$ cat config.mk
export PLATFORM = sky130hd
export DESIGN_NAME = ssr_host
export DESIGN_NICKNAME = d
export VERILOG_FILES = /design/src/ssr_pkg.sv /design/src/ssr_shift.sv /design/src/ssr_host.sv
export SDC_FILE = /design/constraint.sdc
export NUM_CORES = 1
export LEC_CHECK = 0
export ABC_AREA = 1
export BUFFER_PORTS_ARGS = -buffer_cell sky130_fd_sc_hd__clkbuf_2
export CAP_MARGIN = 20
export CORE_ASPECT_RATIO = 2
export CORE_MARGIN = 10
export CORE_UTILIZATION = 54
export DETAILED_ROUTE_END_ITERATION = 10
export HOLD_SLACK_MARGIN = 0.15
export PLACE_DENSITY = 0.76
export SYNTH_ARGS = -nofsm -noshare
export SYNTH_HDL_FRONTEND = slang
export SYNTH_HIERARCHICAL = 1
export SYNTH_SLANG_ARGS = --single-unit
$ cat constraint.sdc
create_clock -name aclk -period 1.59 [get_ports aclk]
set_clock_uncertainty 0.05 [all_clocks]
set_input_delay 0.318 -clock aclk [delete_from_list [all_inputs] [get_ports aclk]]
set_output_delay 0.318 -clock aclk [all_outputs]
set_load 0.02 [all_outputs]
$ cat src/ssr_pkg.sv
// Constants for the synthesizer serial register host controller.
// Assumes a single 20 MHz clock and 32-bit AXI4-Lite data.
`default_nettype none
package ssr_pkg;
  // Device register-select codes
  localparam logic [3:0] SSR_CODE_INT = 4'h0;
  localparam logic [3:0] SSR_CODE_FRAC = 4'h1;
  localparam logic [3:0] SSR_CODE_TMO = 4'h9;
  localparam logic [3:0] SSR_CODE_ADC = 4'hA;
  localparam logic [3:0] SSR_CODE_FIX = 4'hB;
  localparam logic [3:0] SSR_CODE_RSY = 4'hC;
  // Device word field positions
  localparam int SSR_CAL_BIT = 21;
  localparam int SSR_PRE_BIT = 20;
  localparam int SSR_DATA_LSB = 4;
  // Fixed-one masks of the reserved words
  localparam logic [31:0] SSR_ADC_ONES = 32'h00C0_0000;
  localparam logic [31:0] SSR_FIX_WORD = 32'h0061_300B;
  localparam logic [31:0] SSR_RSY_ONES = 32'h0000_0410;
  // Reserved masks that must stay zero
  localparam logic [31:0] SSR_INT_RSVD = 32'hFFC0_0000;
  localparam logic [31:0] SSR_FRAC_RSVD = 32'hF000_0000;
  // Integer divide limits
  localparam logic [15:0] SSR_INT_MIN_45 = 16'h0017;
  localparam logic [15:0] SSR_INT_MAX_45 = 16'h7FFF;
  localparam logic [15:0] SSR_INT_MIN_89 = 16'h004B;
  localparam logic [15:0] SSR_INT_MAX_89 = 16'hFFFF;
  // AXI register byte offsets
  localparam logic [7:0] SSR_OFF_CTRL = 8'h00;
  localparam logic [7:0] SSR_OFF_INT = 8'h04;
  localparam logic [7:0] SSR_OFF_FRAC = 8'h08;
  localparam logic [7:0] SSR_OFF_TMO = 8'h0C;
  localparam logic [7:0] SSR_OFF_ADC = 8'h10;
  localparam logic [7:0] SSR_OFF_RSY = 8'h14;
  localparam logic [7:0] SSR_OFF_CMD = 8'h18;
  localparam logic [7:0] SSR_OFF_STAT = 8'h1C;
  // Command and status bit positions
  localparam int SSR_CMD_UPD_BIT = 8;
  localparam int SSR_ST_BUSY = 0;
  localparam int SSR_ST_RANGE = 1;
  localparam int SSR_ST_CMD = 2;
  // Reset values and AXI response codes
  localparam logic [15:0] SSR_INT_RST = 16'h004B;
  localparam logic [1:0] SSR_RESP_OKAY = 2'b00;
  localparam logic [1:0] SSR_RESP_SLVERR = 2'b10;
  // Serial timing in clock cycles
  localparam int SSR_HALF_CYC = 2;
  localparam int SSR_LE_CYC = 4;
  localparam int SSR_WORD_BITS = 32;
endpackage
`default_nettype wire

$ cat src/ssr_shift.sv
// Serial shifter: sends one 32-bit word MSB first, then pulses latch enable.
// Assumes the device samples data on the rising edge of the serial clock.
`default_nettype none
module ssr_shift #(
  parameter int HALF_CYC = ssr_pkg::SSR_HALF_CYC,
  parameter int LE_CYC = ssr_pkg::SSR_LE_CYC
) (
  // Clock and reset
  input wire logic aclk,
  input wire logic aresetn,
  // Word request
  input wire logic start,
  input wire logic [31:0] word,
  output logic busy,
  output logic done,
  // Serial pins
  output logic ser_clk,
  output logic ser_data,
  output logic ser_le
);
  import ssr_pkg::*;
  typedef enum logic [1:0] {SSR_SH_IDLE, SSR_SH_SHIFT, SSR_SH_LATCH} ssr_sh_t;
  ssr_sh_t state_reg;
  logic [31:0] sh_reg;
  logic [4:0] bit_reg;
  logic [7:0] div_reg;
  logic [5:0] edge_cnt;
  logic ser_clk_d;

  // Frame sequencer: clock divider, bit counter and latch pulse
  always_ff @(posedge aclk)
  begin
    if (!aresetn)
    begin
      state_reg <= SSR_SH_IDLE;
      sh_reg <= 32'h0000_0000;
      bit_reg <= 5'h00;
      div_reg <= 8'h00;
      ser_clk <= 1'b0;
      ser_data <= 1'b0;
      ser_le <= 1'b0;
      done <= 1'b0;
      busy <= 1'b0;
    end
    else
    begin
      done <= 1'b0;
      unique case (state_reg)
        SSR_SH_IDLE:
        begin
          if (start)
          begin
            sh_reg <= word;
            ser_data <= word[31];
            bit_reg <= 5'h00;
            div_reg <= 8'h00;
            busy <= 1'b1;
            state_reg <= SSR_SH_SHIFT;
          end
        end
        SSR_SH_SHIFT:
        begin
          if (div_reg == 8'(HALF_CYC - 1))
          begin
            div_reg <= 8'h00;
            if (!ser_clk)
              ser_clk <= 1'b1;
            else
            begin
              ser_clk <= 1'b0;
              if (bit_reg == 5'h1F)
                state_reg <= SSR_SH_LATCH;
              else
              begin
                bit_reg <= bit_reg + 5'h01;
                sh_reg <= {sh_reg[30:0], 1'b0};
                ser_data <= sh_reg[30];
              end
            end
          end
          else
            div_reg <= div_reg + 8'h01;
        end
        SSR_SH_LATCH:
        begin
          ser_le <= 1'b1;
          if (div_reg == 8'(LE_CYC - 1))
          begin
            ser_le <= 1'b0;
            div_reg <= 8'h00;
            done <= 1'b1;
            busy <= 1'b0;
            state_reg <= SSR_SH_IDLE;
          end
          else
            div_reg <= div_reg + 8'h01;
        end
      endcase
    end
  end

  // Helper: rising serial clock edges counted within a frame
  always_ff @(posedge aclk)
  begin
    if (!aresetn)
    begin
      edge_cnt <= 6'h00;
      ser_clk_d <= 1'b0;
    end
    else
    begin
      ser_clk_d <= ser_clk;
      if (start && !busy)
        edge_cnt <= 6'h00;
      else if (ser_clk && !ser_clk_d)
        edge_cnt <= edge_cnt + 6'h01;
    end
  end

  a_le_after_bits: assert property (@(posedge aclk) disable iff (!aresetn)
    $rose(ser_le) |-> edge_cnt == 6'(SSR_WORD_BITS))
    else $error("Latch pulse before all 32 bits were clocked");
  a_data_stable_high: assert property (@(posedge aclk) disable iff (!aresetn)
    ser_clk && $past(ser_clk) |-> $stable(ser_data))
    else $error("Serial data changed while serial clock high");
  a_le_clock_low: assert property (@(posedge aclk) disable iff (!aresetn)
    ser_le |-> !ser_clk)
    else $error("Serial clock high during latch pulse");
endmodule
`default_nettype wire

$ cat src/ssr_host.sv
// Host controller for the synthesizer serial register bank, AXI4-Lite slave.
// Assumes the device latches the shifted word on the latch enable pulse.
//
// The register addresses and the AXI4-Lite register port were chosen for this implementation.
`default_nettype none
// What this block does
// Low four bits select target register
// Register 0 reserved bits 31:22 sent zero
// Register 0 write triggers VCO calibration
// Bit 21 enables calibration, set normally
// Calibration bit zero keeps current band
// Clear calibration only when software permits
// Frequency update forces calibration on
// Bit 20 selects 4/5 or 8/9 prescaler
// 4/5 prescaler only below 7 GHz
// Integer divide value in bits 19:4
// 4/5 prescaler integer range 23..32767
// 8/9 prescaler integer range 75..65535
// Register 1 carries 24-bit fraction numerator
// Fraction applies at next register 0 write
// Register 9 holds band divider and timeouts
// Register 10 ADC fields, bits 23,22 one
// Register 11 fixed reserved pattern
// Register 12 resync divider, bits 10,4 one
// Unknown select code changes nothing
module ssr_host #(
  parameter int HALF_CYC = ssr_pkg::SSR_HALF_CYC
) (
  // Clock and reset
  input wire logic aclk,
  input wire logic aresetn,
  // AXI4-Lite write address and data
  input wire logic [7:0] s_axi_awaddr,
  input wire logic s_axi_awvalid,
  output logic s_axi_awready,
  input wire logic [31:0] s_axi_wdata,
  input wire logic [3:0] s_axi_wstrb,
  input wire logic s_axi_wvalid,
  output logic s_axi_wready,
  // AXI4-Lite write response
  output logic [1:0] s_axi_bresp,
  output logic s_axi_bvalid,
  input wire logic s_axi_bready,
  // AXI4-Lite read
  input wire logic [7:0] s_axi_araddr,
  input wire logic s_axi_arvalid,
  output logic s_axi_arready,
  output logic [31:0] s_axi_rdata,
  output logic [1:0] s_axi_rresp,
  output logic s_axi_rvalid,
  input wire logic s_axi_rready,
  // Serial pins to the synthesizer
  output logic ser_clk,
  output logic ser_data,
  output logic ser_le
);
  import ssr_pkg::*;
  typedef enum logic [1:0] {SSR_M_IDLE, SSR_M_GO, SSR_M_WAIT} ssr_m_t;
  ssr_m_t mst_reg;
  logic pre89_reg;
  logic cal_skip_reg;
  logic [15:0] int_reg;
  logic [23:0] frac_reg;
  logic [27:0] tmo_reg;
  logic [9:0] adc_reg;
  logic [15:0] rsy_reg;
  logic range_err_reg;
  logic cmd_err_reg;
  logic [3:0] last_code_reg;
  logic [15:0] sent_cnt_reg;
  logic [3:0] code_reg;
  logic upd_reg;
  logic second_reg;
  logic [31:0] word_reg;
  logic start_reg;
  logic sh_busy;
  logic sh_done;
  logic [7:0] awaddr_reg;
  logic aw_held;
  logic [31:0] wdata_reg;
  logic [3:0] wstrb_reg;
  logic w_held;
  logic wr_fire;
  logic cmd_fire;
  logic cmd_ok;
  logic range_set;
  // Byte-lane merge of a write into a stored value
  function automatic logic [31:0] ssr_merge(input logic [31:0] old, input logic [31:0] nw,
                                            input logic [3:0] strb);
    logic [31:0] r;
    r = old;
    for (int i = 0; i < 4; i++)
      if (strb[i])
        r[i*8 +: 8] = nw[i*8 +: 8];
    return r;
  endfunction
  // Integer divide value allowed for the chosen prescaler
  function automatic logic ssr_int_ok(input logic p89, input logic [15:0] n);
    if (p89)
      return (n >= SSR_INT_MIN_89) && (n <= SSR_INT_MAX_89);
    else
      return (n >= SSR_INT_MIN_45) && (n <= SSR_INT_MAX_45);
  endfunction
  // Known select codes of the device
  function automatic logic ssr_code_known(input logic [3:0] c);
    return (c == SSR_CODE_INT) || (c == SSR_CODE_FRAC) || (c == SSR_CODE_TMO) ||
           (c == SSR_CODE_ADC) || (c == SSR_CODE_FIX) || (c == SSR_CODE_RSY);
  endfunction
  // Write address and data are held independently until both arrive
  assign wr_fire = aw_held && w_held && !s_axi_bvalid;
  always_ff @(posedge aclk)
  begin
    if (!aresetn)
    begin
      aw_held <= 1'b0;
      w_held <= 1'b0;
      awaddr_reg <= 8'h00;
      wdata_reg <= 32'h0000_0000;
      wstrb_reg <= 4'h0;
      s_axi_awready <= 1'b0;
      s_axi_wready <= 1'b0;
      s_axi_bvalid <= 1'b0;
      s_axi_bresp <= SSR_RESP_OKAY;
    end
    else
    begin
      s_axi_awready <= !aw_held && !s_axi_awready && !s_axi_bvalid;
      s_axi_wready <= !w_held && !s_axi_wready && !s_axi_bvalid;
      if (s_axi_awvalid && s_axi_awready)
      begin
        aw_held <= 1'b1;
        awaddr_reg <= s_axi_awaddr;
        s_axi_awready <= 1'b0;
      end
      if (s_axi_wvalid && s_axi_wready)
      begin
        w_held <= 1'b1;
        wdata_reg <= s_axi_wdata;
        wstrb_reg <= s_axi_wstrb;
        s_axi_wready <= 1'b0;
      end
      if (wr_fire)
      begin
        aw_held <= 1'b0;
        w_held <= 1'b0;
        s_axi_bvalid <= 1'b1;
        s_axi_bresp <= (awaddr_reg[7:5] == 3'h0) ? SSR_RESP_OKAY : SSR_RESP_SLVERR;
      end
      else if (s_axi_bvalid && s_axi_bready)
        s_axi_bvalid <= 1'b0;
    end
  end

  // Settings registers written by software
  always_ff @(posedge aclk)
  begin
    if (!aresetn)
    begin
      pre89_reg <= 1'b1; // 8/9 default keeps high bands legal
      cal_skip_reg <= 1'b0;
      int_reg <= SSR_INT_RST;
      frac_reg <= 24'h00_0000;
      tmo_reg <= 28'h000_0000;
      adc_reg <= 10'h000;
      rsy_reg <= 16'h0000;
    end
    else if (wr_fire)
    begin
      unique case (awaddr_reg)
        SSR_OFF_CTRL: {cal_skip_reg, pre89_reg} <=
          2'(ssr_merge({30'h0, cal_skip_reg, pre89_reg}, wdata_reg, wstrb_reg));
        SSR_OFF_INT: int_reg <= 16'(ssr_merge({16'h0, int_reg}, wdata_reg, wstrb_reg));
        SSR_OFF_FRAC: frac_reg <= 24'(ssr_merge({8'h0, frac_reg}, wdata_reg, wstrb_reg));
        SSR_OFF_TMO: tmo_reg <= 28'(ssr_merge({4'h0, tmo_reg}, wdata_reg, wstrb_reg));
        SSR_OFF_ADC: adc_reg <= 10'(ssr_merge({22'h0, adc_reg}, wdata_reg, wstrb_reg));
        SSR_OFF_RSY: rsy_reg <= 16'(ssr_merge({16'h0, rsy_reg}, wdata_reg, wstrb_reg));
        default: ;
      endcase
    end
  end

  // Read channel answers one cycle after the address is taken
  always_ff @(posedge aclk)
  begin
    if (!aresetn)
    begin
      s_axi_arready <= 1'b0;
      s_axi_rvalid <= 1'b0;
      s_axi_rdata <= 32'h0000_0000;
      s_axi_rresp <= SSR_RESP_OKAY;
    end
    else
    begin
      s_axi_arready <= !s_axi_arready && !s_axi_rvalid;
      if (s_axi_arvalid && s_axi_arready)
      begin
        s_axi_arready <= 1'b0;
        s_axi_rvalid <= 1'b1;
        s_axi_rresp <= SSR_RESP_OKAY;
        unique case (s_axi_araddr)
          SSR_OFF_CTRL: s_axi_rdata <= {30'h0, cal_skip_reg, pre89_reg};
          SSR_OFF_INT: s_axi_rdata <= {16'h0, int_reg};
          SSR_OFF_FRAC: s_axi_rdata <= {8'h0, frac_reg};
          SSR_OFF_TMO: s_axi_rdata <= {4'h0, tmo_reg};
          SSR_OFF_ADC: s_axi_rdata <= {22'h0, adc_reg};
          SSR_OFF_RSY: s_axi_rdata <= {16'h0, rsy_reg};
          SSR_OFF_CMD: s_axi_rdata <= 32'h0000_0000;
          SSR_OFF_STAT: s_axi_rdata <= {sent_cnt_reg, 8'h0, last_code_reg, 1'b0,
                                        cmd_err_reg, range_err_reg, mst_reg != SSR_M_IDLE};
          default:
          begin
            s_axi_rdata <= 32'h0000_0000;
            s_axi_rresp <= SSR_RESP_SLVERR;
          end
        endcase
      end
      else if (s_axi_rvalid && s_axi_rready)
        s_axi_rvalid <= 1'b0;
    end
  end

  // Command decode: a send is refused while busy or for an unknown code
  assign cmd_fire = wr_fire && (awaddr_reg == SSR_OFF_CMD) && wstrb_reg[0];
  assign cmd_ok = cmd_fire && (mst_reg == SSR_M_IDLE) &&
                  (wdata_reg[SSR_CMD_UPD_BIT] || ssr_code_known(wdata_reg[3:0]));
  assign range_set = (mst_reg == SSR_M_GO) && (code_reg == SSR_CODE_INT) &&
                     !ssr_int_ok(pre89_reg, int_reg);
  // Sticky error flags, a hardware set wins over a software clear
  always_ff @(posedge aclk)
  begin
    if (!aresetn)
    begin
      range_err_reg <= 1'b0;
      cmd_err_reg <= 1'b0;
    end
    else
    begin
      if (range_set)
        range_err_reg <= 1'b1;
      else if (wr_fire && awaddr_reg == SSR_OFF_STAT && wstrb_reg[0] && wdata_reg[SSR_ST_RANGE])
        range_err_reg <= 1'b0;
      if (cmd_fire && !cmd_ok)
        cmd_err_reg <= 1'b1;
      else if (wr_fire && awaddr_reg == SSR_OFF_STAT && wstrb_reg[0] && wdata_reg[SSR_ST_CMD])
        cmd_err_reg <= 1'b0;
    end
  end
  // Word sequencer: builds each device word and hands it to the shifter
  always_ff @(posedge aclk)
  begin
    if (!aresetn)
    begin
      mst_reg <= SSR_M_IDLE;
      code_reg <= SSR_CODE_INT;
      upd_reg <= 1'b0;
      second_reg <= 1'b0;
      word_reg <= 32'h0000_0000;
      start_reg <= 1'b0;
      last_code_reg <= 4'h0;
      sent_cnt_reg <= 16'h0000;
    end
    else
    begin
      start_reg <= 1'b0;
      unique case (mst_reg)
        SSR_M_IDLE:
        begin
          if (cmd_ok)
          begin
            upd_reg <= wdata_reg[SSR_CMD_UPD_BIT];
            second_reg <= 1'b0;
            // Update sends the fraction first so it commits with register 0
            code_reg <= wdata_reg[SSR_CMD_UPD_BIT] ? SSR_CODE_FRAC : wdata_reg[3:0];
            mst_reg <= SSR_M_GO;
          end
        end
        SSR_M_GO:
        begin
          if (range_set)
            mst_reg <= SSR_M_IDLE; // Out-of-range divide value is never sent
          else if (!sh_busy) // Never start over a frame still going out
          begin
            unique case (code_reg)
              SSR_CODE_INT: word_reg <= {10'h000,
                upd_reg || !cal_skip_reg,
                pre89_reg, int_reg, SSR_CODE_INT};
              SSR_CODE_FRAC: word_reg <= {4'h0, frac_reg, SSR_CODE_FRAC};
              SSR_CODE_TMO: word_reg <= {tmo_reg, SSR_CODE_TMO};
              SSR_CODE_ADC: word_reg <= SSR_ADC_ONES | {18'h0, adc_reg, SSR_CODE_ADC};
              SSR_CODE_FIX: word_reg <= SSR_FIX_WORD;
              SSR_CODE_RSY: word_reg <= {rsy_reg, 16'h0000} | SSR_RSY_ONES |
                                        {28'h0, SSR_CODE_RSY};
              default: word_reg <= 32'h0000_0000;
            endcase
            start_reg <= 1'b1;
            mst_reg <= SSR_M_WAIT;
          end
        end
        SSR_M_WAIT:
        begin
          if (sh_done)
          begin
            last_code_reg <= code_reg;
            sent_cnt_reg <= sent_cnt_reg + 16'h0001;
            if (upd_reg && !second_reg)
            begin
              second_reg <= 1'b1;
              code_reg <= SSR_CODE_INT;
              mst_reg <= SSR_M_GO;
            end
            else
              mst_reg <= SSR_M_IDLE;
          end
        end
        default: mst_reg <= SSR_M_IDLE;
      endcase
    end
  end

  // Serial shifter for the three-wire link
  ssr_shift #(
    .HALF_CYC(HALF_CYC),
    .LE_CYC(SSR_LE_CYC)
  ) u_shift (
    .aclk(aclk),
    .aresetn(aresetn),
    .start(start_reg),
    .word(word_reg),
    .busy(sh_busy),
    .done(sh_done),
    .ser_clk(ser_clk),
    .ser_data(ser_data),
    .ser_le(ser_le)
  );
  a_int_reserved_zero: assert property (@(posedge aclk) disable iff (!aresetn)
    start_reg && word_reg[3:0] == SSR_CODE_INT |-> (word_reg & SSR_INT_RSVD) == 32'h0)
    else $error("Register 0 word has reserved bits set");
  a_int_range_held: assert property (@(posedge aclk) disable iff (!aresetn)
    start_reg && word_reg[3:0] == SSR_CODE_INT |->
    ssr_int_ok(word_reg[SSR_PRE_BIT], word_reg[19:4]))
    else $error("Integer value out of range for prescaler");
  a_int_range_8_9: assert property (@(posedge aclk) disable iff (!aresetn)
    start_reg && word_reg[3:0] == SSR_CODE_INT && word_reg[SSR_PRE_BIT] |->
    word_reg[19:4] >= SSR_INT_MIN_89)
    else $error("Integer value below 8/9 minimum");
  a_update_cal_on: assert property (@(posedge aclk) disable iff (!aresetn)
    start_reg && upd_reg && word_reg[3:0] == SSR_CODE_INT |-> word_reg[SSR_CAL_BIT])
    else $error("Frequency update sent without calibration");
  a_frac_upper_zero: assert property (@(posedge aclk) disable iff (!aresetn)
    start_reg && word_reg[3:0] == SSR_CODE_FRAC |-> (word_reg & SSR_FRAC_RSVD) == 32'h0)
    else $error("Register 1 word upper bits not zero");
  a_fixed_patterns: assert property (@(posedge aclk) disable iff (!aresetn)
    start_reg && word_reg[3:0] == SSR_CODE_FIX |-> word_reg == SSR_FIX_WORD)
    else $error("Register 11 word differs from fixed pattern");
  a_adc_ones: assert property (@(posedge aclk) disable iff (!aresetn)
    start_reg && word_reg[3:0] == SSR_CODE_ADC |->
    word_reg[31:14] == SSR_ADC_ONES[31:14])
    else $error("Register 10 reserved bits wrong");
  a_resync_ones: assert property (@(posedge aclk) disable iff (!aresetn)
    start_reg && word_reg[3:0] == SSR_CODE_RSY |-> word_reg[15:4] == SSR_RSY_ONES[15:4])
    else $error("Register 12 reserved bits wrong");
  a_frac_then_int: assert property (@(posedge aclk) disable iff (!aresetn)
    sh_done && upd_reg && !second_reg |=> code_reg == SSR_CODE_INT ##1 start_reg)
    else $error("Fraction write not followed by register 0");
  a_bad_code_idle: assert property (@(posedge aclk) disable iff (!aresetn)
    cmd_fire && !cmd_ok && mst_reg == SSR_M_IDLE |=> mst_reg == SSR_M_IDLE && cmd_err_reg)
    else $error("Unknown code was not refused");
endmodule
`default_nettype wire

* Yosys cells after proc, flatten, opt, wreduce, memory -nomap -nowiden
Index checks and enable logic that the tools add are counted.
** Operators by class
- Reduce and logical (&&, ||, !) cells :: 89
- Equal/unequal tests :: 41
- Bitwise logic cells :: 4
- Muxes and demuxes :: 60
- Order comparisons :: 4
- Add/sub/neg operators :: 3
** Operator list (count)
- $pmux 32 s7 :: 1
- $pmux 32 s6 :: 1
- $mux 31 :: 4
- $eq 8x5->1 const B :: 8
- $pmux 31 s2 :: 1
- $reduce_and 3->1 :: 17
- $eq 4x4->1 const B :: 8
- $eq 8x4->1 const B :: 4
- $logic_and 1x1->1 :: 26
- $mux 8 :: 3
- $pmux 8 s3 :: 1
- $mux 1 :: 23
- $mux 2 :: 11
- $mux 5 :: 4
- $add 16x1->16 const B :: 1
- $eq 8x3->1 const B :: 2
- $ge 16x5->1 const B :: 1
- $ge 16x7->1 const B :: 1
- $le 16x15->1 const B :: 1
- $le 16x16->1 const B :: 1
- $logic_not 8->1 :: 2
- $mux 4 :: 4
- $reduce_bool 2->1 :: 8
- $pmux 2 s3 :: 2
- other kinds (26) :: 66
** Word-level totals
- Output and inout bits :: 44
- Register bits after elaboration :: 293

* Logic depth before layout (Yosys ltp)
- Word-level depth :: 11
- Gate-level depth with buffers :: 12
- Depth with buffers taken out :: 12

* Hierarchy
Netlist, hierarchy kept.
** Modules (own cells, without submodules)
- ssr_host :: times used 1, area each 10453.8 um2, cells an instance 1434, sequential area each 4804.6 um2
- ssr_shift :: times used 1, area each 2563.7 um2, cells an instance 402, sequential area each 1021.0 um2

* Worst setup path before layout
Ideal clock, no wire load.
- Kind :: reg-to-reg
- Start point :: reg u_shift.bit_reg[0]
- End point :: reg u_shift.sh_reg[25]
- Cell stages (with the launch flop) :: 12
- Path buffers :: 1
- Setup time :: 0.116 ns
- Path slack :: -0.136 ns
- Required time :: 1.424 ns
- Arrival time :: 1.561 ns
- Period minus slack after synthesis :: 1.726 ns
- Cells stage by stage :: dfxtp_1 > ha_1 > nand2_1 > nor2_1 > ha_1 > nand2_1 > o21ai_0 > nor2_2 > nand2_4 > buf_4 > o21ai_0 > nor2_1
** On the way
- Word-level cells in the longest chain between the ends :: 3
** Ends and longest elaborated chain
- start, declared :: line ssr_shift.sv:25 : logic [4:0] bit_reg;
- start signal, assigned :: line ssr_shift.sv:75 : bit_reg <= bit_reg + 5'h01;
- $eq 5x5->1 :: line ssr_shift.sv:71 : if (bit_reg == 5'h1F)
- $ne 2x2->1 (no line)
- $reduce_and 5->1 (no line)
- end signal, assigned :: line ssr_shift.sv:53 : sh_reg <= word;
- end signal, assigned :: line ssr_shift.sv:76 : sh_reg <= {sh_reg[30:0], 1'b0};
- end, declared :: line ssr_shift.sv:24 : logic [31:0] sh_reg;
No other way between the ends.
A chain may end at the register's enable or synchronous reset.

* Worst setup path after layout
- Start point :: reg awaddr_reg[2]
- End point :: reg rsy_reg[14]
** On the way
- Word-level cells in the longest chain between the ends :: 2
** Ends and longest elaborated chain
- start, declared :: line ssr_host.sv:78 : logic [7:0] awaddr_reg;
- start signal, assigned :: line ssr_host.sv:132 : awaddr_reg <= s_axi_awaddr;
- $eq 8x5->1 :: line ssr_host.sv:169 : unique case (awaddr_reg)
- $reduce_and 3->1 (no line)
- end signal, assigned :: line ssr_host.sv:176 : SSR_OFF_RSY: rsy_reg <= 16'(ssr_merge({16'h0, rsy_reg}, wdata_reg, wstrb_reg));
- end, declared :: line ssr_host.sv:66 : logic [15:0] rsy_reg;
No other way between the ends.

==> results.yml <==
timing:
  setup_viol: 172
  tightestPinTransition_ps: 861.6
  rsz0062_at_grt: "yes"
  fin_crit_sh: 1.149
  fmax_mhz: 547.3
  hold_ws_ps: 219.4
  relSlewSlack: 0.4256
  setup_ws_ps: -237.1
  fin_tns_setup_ps: -20730
  hold_viol_final: 0
  period_minus_slack_ps: 1827
  slew_violations: 0
placed_design:
  placed_cell_area_um2: 14840
  dp_hpwl_mm: 32.34
  io_buffers: 96
  gp_congestion: 1.109
  placed_cells: 2268
drt:
  routed_wirelength_mm: 55.49
  drc_errors: 0
  num_vias: 14790
  viasPerCell: 6.040
  wl_per_cell_um: 22.67
  ant_nets: 0
  first_pass_iters: 7
  drt_iter0_drc: 1370
critical_path:
  worst-r2r-setup-slack_ps: -240
  crit_path_max_fanout: 7
  rr_endpoint: "rsy_reg[14]"
  endpoint_kind: "flip-flop"
  crit_path_end: "rsy_reg[14]"
  required_ps: 2000
  r2r_start: "awaddr_reg[2]"
  reg2regPathDepth: 10
  critPathLaunch: "awaddr_reg[2]"
  start_kind: "flip-flop"
  worstPathArrival_ps: 2240
  path_class: "reg -> reg"
power:
  p_leak_nw: 7.624
  powerDensity_nw_per_um2: 1060
  vdd_ir_drop_max_mv: 1.221
yosys:
  synth_top_area_share: 0.4475
  ys_ff_latch: 291
  netlist_area_um2: 13020
  synth_seq_area_share: 0.4475
  syn_avg_cell_area_um2: 7.090
  synth.distinct_cells: 46
  synth_top_flop_cell: "dfxtp_1"
  yosys.area.top_type: "dfxtp_1"
  yosys-top-cells-area: "dfxtp_1 45%, nand2_1 13%, o21ai_0 7.7%"
  yosysMostFrequentCell: "nand2_1"
  synth-edff-count: 0
  synth_commonest_cells: "450 x nand2_1, 291 x dfxtp_1, 232 x nor2_1"
  yosys_warnings: 6
  postSynth.asyncResetShare: 0
  synthCells: 1836
hold_path:
  hold_class: "in -> reg"
run:
  cap_violations: 0
cts:
  cts_max_path_buffers: 3
  clkTransAtPathRegs_ps: 70
  cts_sinks: 291
  tritoncts: "yes"
  numCtsBuffers: 26
  htreeDepth: 1
  insertion_delay_ps: 550
  cts-root-buf: "clkbuf_16"
cells_and_area:
  num-nets-final: 2207
  drive_above_1_share: 0.3185
  synthToLayoutAreaGrowth_pct: 43.37
  final_area_um2: 18660
  fin_util: 0.7834
  final-instance-count-excl-fill: 2448
die:
  rows: 80
  die_area_um2: 31090
  start_util: 0.5464
  die_w_um: 129.8
  top_level_ports: 103
  core_area_um2: 23820
  die_h_um: 239.6
global_route:
  antenna_found_initial: 2
  grt_pass1_wl_mm: 72.19
  gr-usage-all-layers: 0.2971
  first_global_vias: 13510
  grt_overflow_total: 0
  grt_max_degree: 146
status:
  violations: "setup timing"
  status: "finished, violations left"
## power breakdown
group | internal [W] | switching [W] | leakage, nW | total (W)
Combinational | 0.00203 | 0.00290 | 4.80 | 0.00493
Sequential | 0.00765 | 0.000301 | 2.37 | 0.00795
Clock | 0.00391 | 0.00300 | 0.457 | 0.00691
Total | 0.0136 | 0.00619 | 7.62 | 0.0198
## worst min path at each step
stage / start / to / slack (ps) / cells after the start
floorplan: w_held / s_axi_wready / 350 / 1
global placement: s_axi_arready / s_axi_arready / 380 / 1
detailed placement: s_axi_awready / s_axi_awready / 390 / 1
CTS: aresetn / u_shift/sh_reg[2] / 210 / 4
global route: aresetn / u_shift/state_reg[1] / 230 / 4
finish: s_axi_araddr[3] / s_axi_rresp[1] / 220 / 6
## critical path: stages, from the launching register on
cell and delay, ps:
dfxtp_4 380, inv_4 50, buf_6 110, nor3_4 260
buf_4 190, nand2_8 60, nor2_4 100, buf_12 130
buf_8 130, nor2_1 60, a211oi_2 200
## kinds of logic after synthesis
group | count (synthesis) | synth area share
and+or+nand+nor | 837 | 0.2732
other | 1 | 0.0002881
buffers and inverters | 256 | 0.08151
xor gates and xnor gates | 3 | 0.002019
adders and majority gates | 8 | 0.007690
DFF | 291 | 0.4475
AOI/OAI and AO/OA | 440 | 0.1878
## layout by cell type, fill, tap and decap left out, types with 44 or more instances in the layout
cell type	synthesis	routed
nand2_1	450	429
nor2_4	8	45
dfxtp_1	291	264
o21ai_1	3	56
clkbuf_2	0	94
nor2_1	232	173
nand3_1	71	44
o21ai_2	2	47
a21oi_1	162	127
inv_1	151	134
o21ai_0	200	98
buf_4	10	143
## what timing repair did
action,4_1_cts,5_1_grt
hold buffers,44,0
gates cloned,5,14
resized for setup,130,344
hold endpoints to repair,43,0
endpoints found under the setup margin,119,196
pin swaps,33,99
buffers inserted,23,53
## layer usage
metal | up-vias | track usage | part of all wire
met4 | 4 | 0.2421 | 0.11
met1 | 6908 | 0.2805 | 0.32
met3 | 376 | 0.04650 | 0.067
met2 | 853 | 0.5436 | 0.51
li1 | 6646 | - | -
met5 | - | 0 | 0.00041
## area by class of cell
cell class / count / area [um^2]
clock buffers: 31 / 720.7
inverters: 164 / 654.4
diodes: 1 / 2.502
multi-input cells: 1290 / 7348
repair buffers: 367 / 3510
clock inverters: 17 / 201.4
flip-flops and latches: 291 / 5867
fillers: 1510 / 5160
well taps: 287 / 359.1
## stage by stage
step / power [W] / setup WS, ps
after floorplan: 0.01007 / 14.37
after global placement: 0.01136 / -222.3
after detailed placement: 0.01143 / -234.7
after CTS: 0.01865 / -134.3
after global routing: 0.02039 / -285.5
final: 0.01978 / -237.1
No activity file was read; power rests on OpenSTA's default activity.
